**src/design/act_pkg.sv**
```systemverilog
// Constants, register map and carrier types of the audio clock tree
// Overview of operation
// - Root clock picked by two-bit selector
// - Modulator clock is root over N times M
// - Divider values come from their register fields
// - Device runs shutdown, reports two status flags
// - Bit clock is source over 1 to 128
// - Bit-clock source is DSP or modulator clock
// - GPIO clock is source over 1 to 128
// - GPIO clock source chosen by three-bit mux
// - PLL enable bit; output is input*R*J.D/P
// - PLL factor ranges and reset values
// - P, R, J held in their register fields
// - Fraction is 14 bits over two registers
// - New fraction applies only after lower write
// - PLL output usable about 10 ms later
package act_pkg;
    // Register indexes; byte address is four times the index
    localparam logic [5:0] IDX_ROOT_SEL = 6'h04;
    localparam logic [5:0] IDX_PLL_CTRL = 6'h05;
    localparam logic [5:0] IDX_PLL_J = 6'h06;
    localparam logic [5:0] IDX_FRAC_HI = 6'h07;
    localparam logic [5:0] IDX_FRAC_LO = 6'h08;
    localparam logic [5:0] IDX_NDIV = 6'h0B;
    localparam logic [5:0] IDX_MDIV = 6'h0C;
    localparam logic [5:0] IDX_OSR_HI = 6'h0D;
    localparam logic [5:0] IDX_OSR_LO = 6'h0E;
    localparam logic [5:0] IDX_GP_SEL = 6'h19;
    localparam logic [5:0] IDX_GP_DIV = 6'h1A;
    localparam logic [5:0] IDX_PIN_CTRL = 6'h1B;
    localparam logic [5:0] IDX_B_SEL = 6'h1D;
    localparam logic [5:0] IDX_B_DIV = 6'h1E;
    localparam logic [5:0] IDX_PWR_STAT = 6'h25;
    localparam logic [5:0] IDX_PWR_CTRL = 6'h3F;
    // Single-bit field positions
    localparam int POS_EN = 7;
    localparam int POS_BCLK_DRV = 3;
    localparam int POS_GPIO_DRV = 0;
    localparam int POS_DAC_FLAG = 7;
    localparam int POS_MOD_FLAG = 3;
    // Reset values of the programmable factors
    localparam logic [2:0] RST_PLL_P = 3'h1;
    localparam logic [3:0] RST_PLL_R = 4'h1;
    localparam logic [5:0] RST_PLL_J = 6'h04;
    localparam logic [6:0] RST_DIV = 7'h01;
    localparam logic [7:0] RST_OSR_LO = 8'h80;
    // Timing
    localparam int CLK_PERIOD_NS = 40;
    localparam int PLL_LOCK_MS = 10;
    localparam int PLL_LOCK_CYC = PLL_LOCK_MS * 1000000 / CLK_PERIOD_NS;
    localparam logic [3:0] SHUT_TICKS = 4'h4;

    // DAC channel power sequence
    typedef enum logic [1:0] {
        PWR_OFF = 2'b00,
        PWR_ON = 2'b01,
        PWR_SHUT_DAC = 2'b10,
        PWR_SHUT_MOD = 2'b11
    } act_pwr_e;

    // Settings handed to the analog PLL
    typedef struct packed {
        logic en;
        logic [2:0] p;
        logic [3:0] r;
        logic [5:0] j;
        logic [13:0] d;
    } act_pll_cfg_s;

    // Whole state of the clock tree
    typedef struct packed {
        logic [3:0] s1, s2, s3, lvl;
        logic [1:0] rootSel;
        act_pll_cfg_s pll;
        logic [5:0] fracUp;
        logic nEn, mEn;
        logic [6:0] nVal, mVal;
        logic [1:0] osrHi;
        logic [7:0] osrLo;
        logic [2:0] gpSel;
        logic [6:0] gpDiv;
        logic [1:0] bSel;
        logic [6:0] bDiv;
        logic bclkDrv, gpioDrv, dacReq;
        logic [6:0] nCnt, mCnt, bCnt, gCnt;
        logic [9:0] osrCnt;
        logic [17:0] lockCnt;
        logic pllReady;
        act_pwr_e pwr;
        logic [3:0] shutCnt;
        logic dacOn, modOn;
        logic wrPend;
        logic [5:0] wrIdx;
        logic [31:0] rdata;
        logic dspTick, modTick, fsTick, bclkOut, gpioOut;
    } act_state_s;
endpackage : act_pkg

```
**src/design/act_clock_tree.sv**
```systemverilog
// Audio clock tree: root mux, dividers, PLL control, AHB registers
`timescale 1ns/1ps
module act_clock_tree
    import act_pkg::*;
#(
    // Lock wait in cycles; shorten in simulation
    parameter int PLL_LOCK_CYCLES = PLL_LOCK_CYC
) (
    input wire logic clk,
    input wire logic rst,
    // AHB-Lite slave
    input wire logic hsel,
    input wire logic [31:0] haddr,
    input wire logic [1:0] htrans,
    input wire logic hwrite,
    input wire logic [2:0] hsize,
    input wire logic [31:0] hwdata,
    input wire logic hready,
    output logic [31:0] hrdata,
    output logic hreadyout,
    output logic hresp,
    // Clock pins; inputs asynchronous to clk, outputs registered on clk
    input wire logic mclk,
    input wire logic bclkIn,
    output logic bclkOut,
    output logic bclkOe_n,
    input wire logic gpioIn,
    output logic gpioOut,
    output logic gpioOe_n,
    // Analog PLL macro
    input wire logic pllClk,
    output act_pll_cfg_s pllCfg,
    output logic pllReady,
    // Clock enables for the DAC core
    output logic dspTick,
    output logic modTick,
    output logic fsTick
);

    // Current and next state
    act_state_s st;
    act_state_s next_st;

    // Synchroniser stages two and three agree
    logic [3:0] agree;
    // Rising edge of each agreed pin level
    logic [3:0] rise;
    // Rising edge of the selected root clock
    logic rootRise;
    // Source edges of the two output dividers
    logic bSrc;
    logic gSrc;
    // Address phase taken this cycle
    logic addrOk;
    // Address falls inside the map window
    logic mapped;
    // Register byte selected for a read
    logic [7:0] rdByte;

    // Edge detection only looks at stages two and three
    assign agree = ~(st.s2 ^ st.s3);
    assign rise = agree & st.s2 & ~st.lvl;

    always_comb begin
        case (st.rootSel)
            2'h0: rootRise = rise[0];
            2'h1: rootRise = rise[1];
            2'h2: rootRise = rise[2];
            // PLL edges are withheld until lock time has passed
            default: rootRise = rise[3] & st.pllReady;
        endcase
    end

    always_comb begin
        case (st.bSel)
            2'h1: bSrc = st.modTick;
            // Codes 0, 2 and 3 all take the DSP clock
            default: bSrc = st.dspTick;
        endcase
    end

    always_comb begin
        case (st.gpSel)
            3'h0: gSrc = rootRise;
            3'h1: gSrc = rise[3] & st.pllReady;
            3'h2: gSrc = st.dspTick;
            3'h3: gSrc = st.modTick;
            3'h4: gSrc = st.fsTick;
            // Unused codes give no clock
            default: gSrc = 1'b0;
        endcase
    end

    // Bus decode: single word transfers, no wait states
    assign addrOk = hsel & htrans[1] & hready;
    assign mapped = (haddr[31:8] == 24'h000000);

    // Read data mux; unmapped indexes read zero
    always_comb begin
        case (haddr[7:2])
            IDX_ROOT_SEL: rdByte = {6'h00, st.rootSel};
            IDX_PLL_CTRL: rdByte = {st.pll.en, st.pll.p, st.pll.r};
            IDX_PLL_J: rdByte = {2'h0, st.pll.j};
            IDX_FRAC_HI: rdByte = {2'h0, st.fracUp};
            IDX_FRAC_LO: rdByte = st.pll.d[7:0];
            IDX_NDIV: rdByte = {st.nEn, st.nVal};
            IDX_MDIV: rdByte = {st.mEn, st.mVal};
            IDX_OSR_HI: rdByte = {6'h00, st.osrHi};
            IDX_OSR_LO: rdByte = st.osrLo;
            IDX_GP_SEL: rdByte = {5'h00, st.gpSel};
            IDX_GP_DIV: rdByte = {1'b0, st.gpDiv};
            IDX_PIN_CTRL: rdByte = {4'h0, st.bclkDrv, 2'h0, st.gpioDrv};
            IDX_B_SEL: rdByte = {6'h00, st.bSel};
            IDX_B_DIV: rdByte = {1'b0, st.bDiv};
            // Live power state of the DAC channel
            IDX_PWR_STAT: rdByte = {st.dacOn, 3'h0, st.modOn, 3'h0};
            IDX_PWR_CTRL: rdByte = {st.dacReq, 7'h00};
            default: rdByte = 8'h00;
        endcase
    end

    // Next-state logic for the whole block
    always_comb begin
        next_st = st;

        // Three-stage pin synchronisers
        next_st.s1 = {pllClk, gpioIn, bclkIn, mclk};
        next_st.s2 = st.s1;
        next_st.s3 = st.s2;
        // A level counts once stages two and three agree
        next_st.lvl = (agree & st.s2) | (~agree & st.lvl);

        // Ticks are one-cycle pulses
        next_st.dspTick = 1'b0;
        next_st.modTick = 1'b0;
        next_st.fsTick = 1'b0;
        next_st.bclkOut = 1'b0;
        next_st.gpioOut = 1'b0;

        if (rootRise && st.nEn) begin
            if (st.nCnt == st.nVal - 7'h01) begin
                next_st.nCnt = 7'h00;
                next_st.dspTick = 1'b1;
                if (st.mEn) begin
                    if (st.mCnt == st.mVal - 7'h01) begin
                        next_st.mCnt = 7'h00;
                        next_st.modTick = 1'b1;
                        if (st.osrCnt == {st.osrHi, st.osrLo} - 10'h001) begin
                            next_st.osrCnt = 10'h000;
                            next_st.fsTick = 1'b1;
                        end else begin
                            next_st.osrCnt = st.osrCnt + 10'h001;
                        end
                    end else begin
                        next_st.mCnt = st.mCnt + 7'h01;
                    end
                end
            end else begin
                next_st.nCnt = st.nCnt + 7'h01;
            end
        end
        // Disabled dividers restart from a clean phase
        if (!st.nEn) begin
            next_st.nCnt = 7'h00;
        end
        if (!st.mEn) begin
            next_st.mCnt = 7'h00;
            next_st.osrCnt = 10'h000;
        end

        if (bSrc) begin
            if (st.bCnt == st.bDiv - 7'h01) begin
                next_st.bCnt = 7'h00;
                next_st.bclkOut = st.bclkDrv;
            end else begin
                next_st.bCnt = st.bCnt + 7'h01;
            end
        end

        if (gSrc) begin
            if (st.gCnt == st.gpDiv - 7'h01) begin
                next_st.gCnt = 7'h00;
                next_st.gpioOut = st.gpioDrv;
            end else begin
                next_st.gCnt = st.gCnt + 7'h01;
            end
        end

        if (!st.pll.en) begin
            next_st.lockCnt = 18'h00000;
            next_st.pllReady = 1'b0;
        end else if (st.lockCnt == 18'(PLL_LOCK_CYCLES - 1)) begin
            next_st.pllReady = 1'b1;
        end else begin
            next_st.lockCnt = st.lockCnt + 18'h00001;
        end

        case (st.pwr)
            PWR_OFF: begin
                if (st.dacReq && st.nEn && st.mEn) begin
                    next_st.pwr = PWR_ON;
                    next_st.dacOn = 1'b1;
                    next_st.modOn = 1'b1;
                end
            end
            PWR_ON: begin
                if (!st.dacReq) begin
                    next_st.pwr = PWR_SHUT_DAC;
                    next_st.shutCnt = 4'h0;
                end
            end
            PWR_SHUT_DAC: begin
                if (st.modTick) begin
                    if (st.shutCnt == SHUT_TICKS - 4'h1) begin
                        next_st.shutCnt = 4'h0;
                        next_st.dacOn = 1'b0;
                        next_st.pwr = PWR_SHUT_MOD;
                    end else begin
                        next_st.shutCnt = st.shutCnt + 4'h1;
                    end
                end
            end
            PWR_SHUT_MOD: begin
                if (st.modTick) begin
                    if (st.shutCnt == SHUT_TICKS - 4'h1) begin
                        next_st.shutCnt = 4'h0;
                        next_st.modOn = 1'b0;
                        next_st.pwr = PWR_OFF;
                    end else begin
                        next_st.shutCnt = st.shutCnt + 4'h1;
                    end
                end
            end
            default: begin
                next_st.pwr = PWR_OFF;
            end
        endcase

        // Address phase: latch index, prefetch read data
        if (addrOk) begin
            next_st.wrPend = hwrite & mapped;
            next_st.wrIdx = haddr[7:2];
            next_st.rdata = (!hwrite && mapped) ? {24'h000000, rdByte} : 32'h00000000;
        end else begin
            next_st.wrPend = 1'b0;
        end

        // Data phase write; unmapped indexes are dropped
        if (st.wrPend) begin
            case (st.wrIdx)
                IDX_ROOT_SEL: next_st.rootSel = hwdata[1:0];
                IDX_PLL_CTRL: begin
                    next_st.pll.en = hwdata[POS_EN];
                    next_st.pll.p = hwdata[6:4];
                    next_st.pll.r = hwdata[3:0];
                end
                IDX_PLL_J: next_st.pll.j = hwdata[5:0];
                IDX_FRAC_HI: next_st.fracUp = hwdata[5:0];
                IDX_FRAC_LO: next_st.pll.d = {st.fracUp, hwdata[7:0]};
                IDX_NDIV: begin
                    next_st.nEn = hwdata[POS_EN];
                    next_st.nVal = hwdata[6:0];
                end
                IDX_MDIV: begin
                    next_st.mEn = hwdata[POS_EN];
                    next_st.mVal = hwdata[6:0];
                end
                IDX_OSR_HI: next_st.osrHi = hwdata[1:0];
                IDX_OSR_LO: next_st.osrLo = hwdata[7:0];
                IDX_GP_SEL: next_st.gpSel = hwdata[2:0];
                IDX_GP_DIV: next_st.gpDiv = hwdata[6:0];
                IDX_PIN_CTRL: begin
                    next_st.bclkDrv = hwdata[POS_BCLK_DRV];
                    next_st.gpioDrv = hwdata[POS_GPIO_DRV];
                end
                IDX_B_SEL: next_st.bSel = hwdata[1:0];
                IDX_B_DIV: next_st.bDiv = hwdata[6:0];
                IDX_PWR_CTRL: next_st.dacReq = hwdata[POS_EN];
                default: begin
                end
            endcase
        end

        // Pulses stop at once when a pin drive is switched off
        next_st.bclkOut = next_st.bclkOut & next_st.bclkDrv;
        next_st.gpioOut = next_st.gpioOut & next_st.gpioDrv;
    end

    // State register with synchronous reset
    always_ff @(posedge clk) begin
        if (rst) begin
            st <= '0;
            st.pll.p <= RST_PLL_P;
            st.pll.r <= RST_PLL_R;
            st.pll.j <= RST_PLL_J;
            st.nVal <= RST_DIV;
            st.mVal <= RST_DIV;
            st.osrLo <= RST_OSR_LO;
            st.bDiv <= RST_DIV;
            st.gpDiv <= RST_DIV;
        end else begin
            st <= next_st;
        end
    end

    // Bus answers are always ready and OKAY
    assign hreadyout = 1'b1;
    assign hresp = 1'b0;
    assign hrdata = st.rdata;

    // PLL settings to the analog macro
    assign pllCfg = st.pll;
    assign pllReady = st.pllReady;

    // Pin drivers; enables are active low
    assign bclkOut = st.bclkOut;
    assign bclkOe_n = ~st.bclkDrv;
    assign gpioOut = st.gpioOut;
    assign gpioOe_n = ~st.gpioDrv;
    assign dspTick = st.dspTick;
    assign modTick = st.modTick;
    assign fsTick = st.fsTick;
endmodule : act_clock_tree

```
**config.mk**
```make
export PLATFORM = sky130hd
export DESIGN_NAME = act_clock_tree
export DESIGN_NICKNAME = d
export VERILOG_FILES = /design/src/design/act_pkg.sv /design/src/design/act_clock_tree.sv
export SDC_FILE = /design/constraint.sdc
export NUM_CORES = 1
export LEC_CHECK = 0
export ABC_AREA = 1
export BUFFER_PORTS_ARGS = -buffer_cell sky130_fd_sc_hd__buf_2
export CAP_MARGIN = 0
export CORE_MARGIN = 8
export CORE_UTILIZATION = 62
export DETAILED_ROUTE_END_ITERATION = 6
export PLACE_DENSITY_LB_ADDON = 0.15
export SYNTH_ARGS = -nofsm -noshare
export SYNTH_HDL_FRONTEND = slang
export SYNTH_SLANG_ARGS = --single-unit
```
**constraint.sdc**
```tcl
create_clock -name clk -period 5.1 [get_ports clk]
set_input_delay 1.275 -clock clk [delete_from_list [all_inputs] [get_ports clk]]
set_output_delay 1.275 -clock clk [all_outputs]
set_load 0.01 [all_outputs]
```
==> impl_metrics.ini <==
[pwr]
switching_share_pct = 25.0
ir_drop_mv = 0.274
internal-power_w = 0.00229
p_seq_share_pct = 48.5
power_frac_comb_pct = 7.7
powerDensity_nw_per_um2 = 280
switchingPower_w = 0.000763
p_clk_share_pct = 43.8
leakagePower_nw = 4.71

[floorplanning]
die_w_um = 143
coreArea_um2 = 15900
io_pins = 148
design.die.area_um2 = 20500
start_util_pct = 63.2
die_y_um = 143
row_count = 46

[global_route]
grt_pass1_vias = 8846
track_usage_pct = 26.2
use_met3_pct = 6.44
met2_usage_pct = 43.8
grt_pass1_wl_mm = 42.7
antenna_found_initial = 1
overflow = 0
top_usage_layer = met2
grt_max_degree = 48
grtUsageMet1_pct = 32.5

[clock_tree]
cts_buffers = 17
cts_root_buffer = clkbuf_16
hold_buffers = 0
cts.htree.levels = 4
cts_resized = 0
clk_latency_ns = 0.44
postCtsSetupRepairBufs = 0
cts_tree = built
cts.sinks = 185
clkSlewWorstSetupHoldPaths_ns = 0.07
clockBufferDepth = 2

[final_layout]
antenna_cells = 0
nFillCells = 1418
final-seq-area_um2 = 3700
layout.nets = 1612
multi_input_area_um2 = 5090
finish.utilization_pct = 68.6
syn_to_final_growth_pct = 8.52
layout-drive-gt1-share_pct = 10.0
finalNonFillerCells = 1743

[outcome]
outcome = complete, no violations

[setup_path]
r2r-start = st[43]
crit_type = input port to flip-flop
reg2reg_depth = 7
cpPeakStageDelay_ns = 0.28
cp_max_fo = 5
crit_buf_inv = 4
worstPathCellList = buf_2, inv_1, nor2_2, nand2_1, nor2_1, inv_1, o22ai_1, inv_1, nand4_1, nand2_1, a21oi_1
crit_family = simple AND/OR/NAND/NOR gates
r2r_setup_slack_ns = 2.90
cp.required_ns = 5.46
cpMostUsedCell = inv_1
cp_slowest_cell = o22ai_1
end_kind = flip-flop
crit_arrival_ns = 2.95
r2r-end = st[155]
critPathLaunchType = input port

[timing]
fin_ws_ns = 2.52
skew_ns = 0.00657
fin_crit_ns = 2.58
period_share_pct = 50.6
hold_viol = 0
setup_viol = 0
finalSetupTns_ns = 0
slew-limit-headroom_pct = 28.0
worstMarginPinSlew_ns = 1.07
max_freq_mhz = 387
hold_ws_ns = 0.409
slew_violations = 0
rsz0062_at_grt = false

[hold_path]
holdPathEnd = next_st[199]
hold_depth = 2
hold_path.class = flip-flop to flip-flop
min_from = next_st[203]

[yosys]
post-synth-top-count-cell = nand2_1
synth_edf_count = 0
synth_seq_cells = 185
ys_types = 47
yosys_warnings = 0
yosysTopAreaCellShare_pct = 36.9
synthFlopType = dfxtp_1
yosys.area.top_type = dfxtp_1
synth.avg_cell_area_um2 = 6.83
syn_area_um2 = 10000
syn_inst = 1470
yosys-top-cells-count = 268 x nand2_1, 195 x nor2_1, 194 x inv_1, 185 x dfxtp_1, 119 x a21oi_1
synthArstFlopShare_pct = 0
seq_area_frac_synth_pct = 36.9
synthTopCellsByArea = dfxtp_1 37%, nand2_1 10%, nor2_1 7.3%

[detailed_routing]
vias_per_cell = 5.42
antenna_left = 0
dr_total_vias = 9445
drtIter0Drc = 728
drt-total-wl_mm = 26.6
firstDrtPassIters = 5
wl_per_cell_um = 15.3
drc = 0

[place]
dpl.cell_count = 1711
hpwlAfterDp_mm = 20.2
portBuffers = 91
place_ws_ns = 2.09
gp_congestion = 0.954

[flow_run]
max_cap_violations = 0
## sequential cells by signal, indices dropped and copies added, names as in the netlist, named ones only
| name | cells |
|---|---|
| hrdata | 8 |
| modTick | 1 |
| gpioOut | 1 |
| dspTick | 1 |
| pllReady | 1 |
| bclkOut | 1 |
| pllCfg | 28 |
| next_st | 8 |
| fsTick | 1 |
| st | 131 |
## how the worst max path moves through the flow
stage,from,endpoint,slack [ns],cells past startpoint
2_1_floorplan,haddr[3],hrdata[0],2.75,12
3_3_place_gp,rst,st[68],2.07,5
3_5_place_dp,rst,st[68],2.09,5
4_1_cts,rst,st[68],2.52,5
5_1_grt,rst,st[68],2.34,5
6_report,haddr[3],hrdata[4],2.52,11
## per-stage QoR
step                      total power (W)  instance area, um^2
after floorplan                   0.00169                10100
after global placement            0.00174                10300
after detailed placement          0.00174                10300
after CTS                         0.00306                10900
after global routing              0.00316                10900
final                             0.00306                10900
## power groups by stage
stage               Combinational [W]  Sequential [W]  Clock (W)
global route                 0.000264         0.00148    0.00141
global placement             0.000223         0.00151          0
CTS                          0.000230         0.00148    0.00135
finish                       0.000235         0.00148    0.00134
floorplan                    0.000175         0.00151          0
detailed placement           0.000228         0.00152          0
## worst min-delay path: stages, from the launching register on
cell	delay, ns
dfxtp_1	0.30
inv_1	0.04
nor2_1	0.03
## cells in the final DEF, fill, tap and decap left out, types with 4 or more instances in the layout
cell	count
conb_1	26
clkbuf_16	17
inv_1	193
or2_2	5
ha_1	20
o21ai_0	105
nor3_1	35
nor2_1	195
o211ai_1	11
inv_6	4
nor2_2	6
nor2_4	5
inv_2	4
xor2_1	42
dfxtp_1	185
o22ai_1	10
nand3_1	84
buf_2	91
nand3b_1	6
a21oi_1	119
nand4_1	34
nand2_1	268
xnor2_1	17
## cell families after synthesis
family | count (synthesis) | synth area share [%]
buf+inv | 292 | 13.3
other cells | 2 | 0.0748
fa+ha+maj | 20 | 2.49
flops | 185 | 36.9
simple gates | 649 | 28.0
compound gates | 262 | 14.0
xor+xnor | 59 | 5.15
mux | 1 | 0.0997
## per-layer routing
metal | part of all wire [%] | vias up
met2 | 45 | 370
met1 | 44 | 4272
met3 | 9.0 | 54
met4 | 2.3 | 2
li1 | - | 4747
met5 | 0.045 | -
## final cells by class
type,count,area share [%]
multi-input combinational,1017,46.7
sequential,185,34.0
inverter,198,6.82
timing repair buffer,95,4.57
clock buffer,20,4.19
tap,216,2.48
clock inverter,12,1.26
No activity file was read; power rests on OpenSTA's default activity.
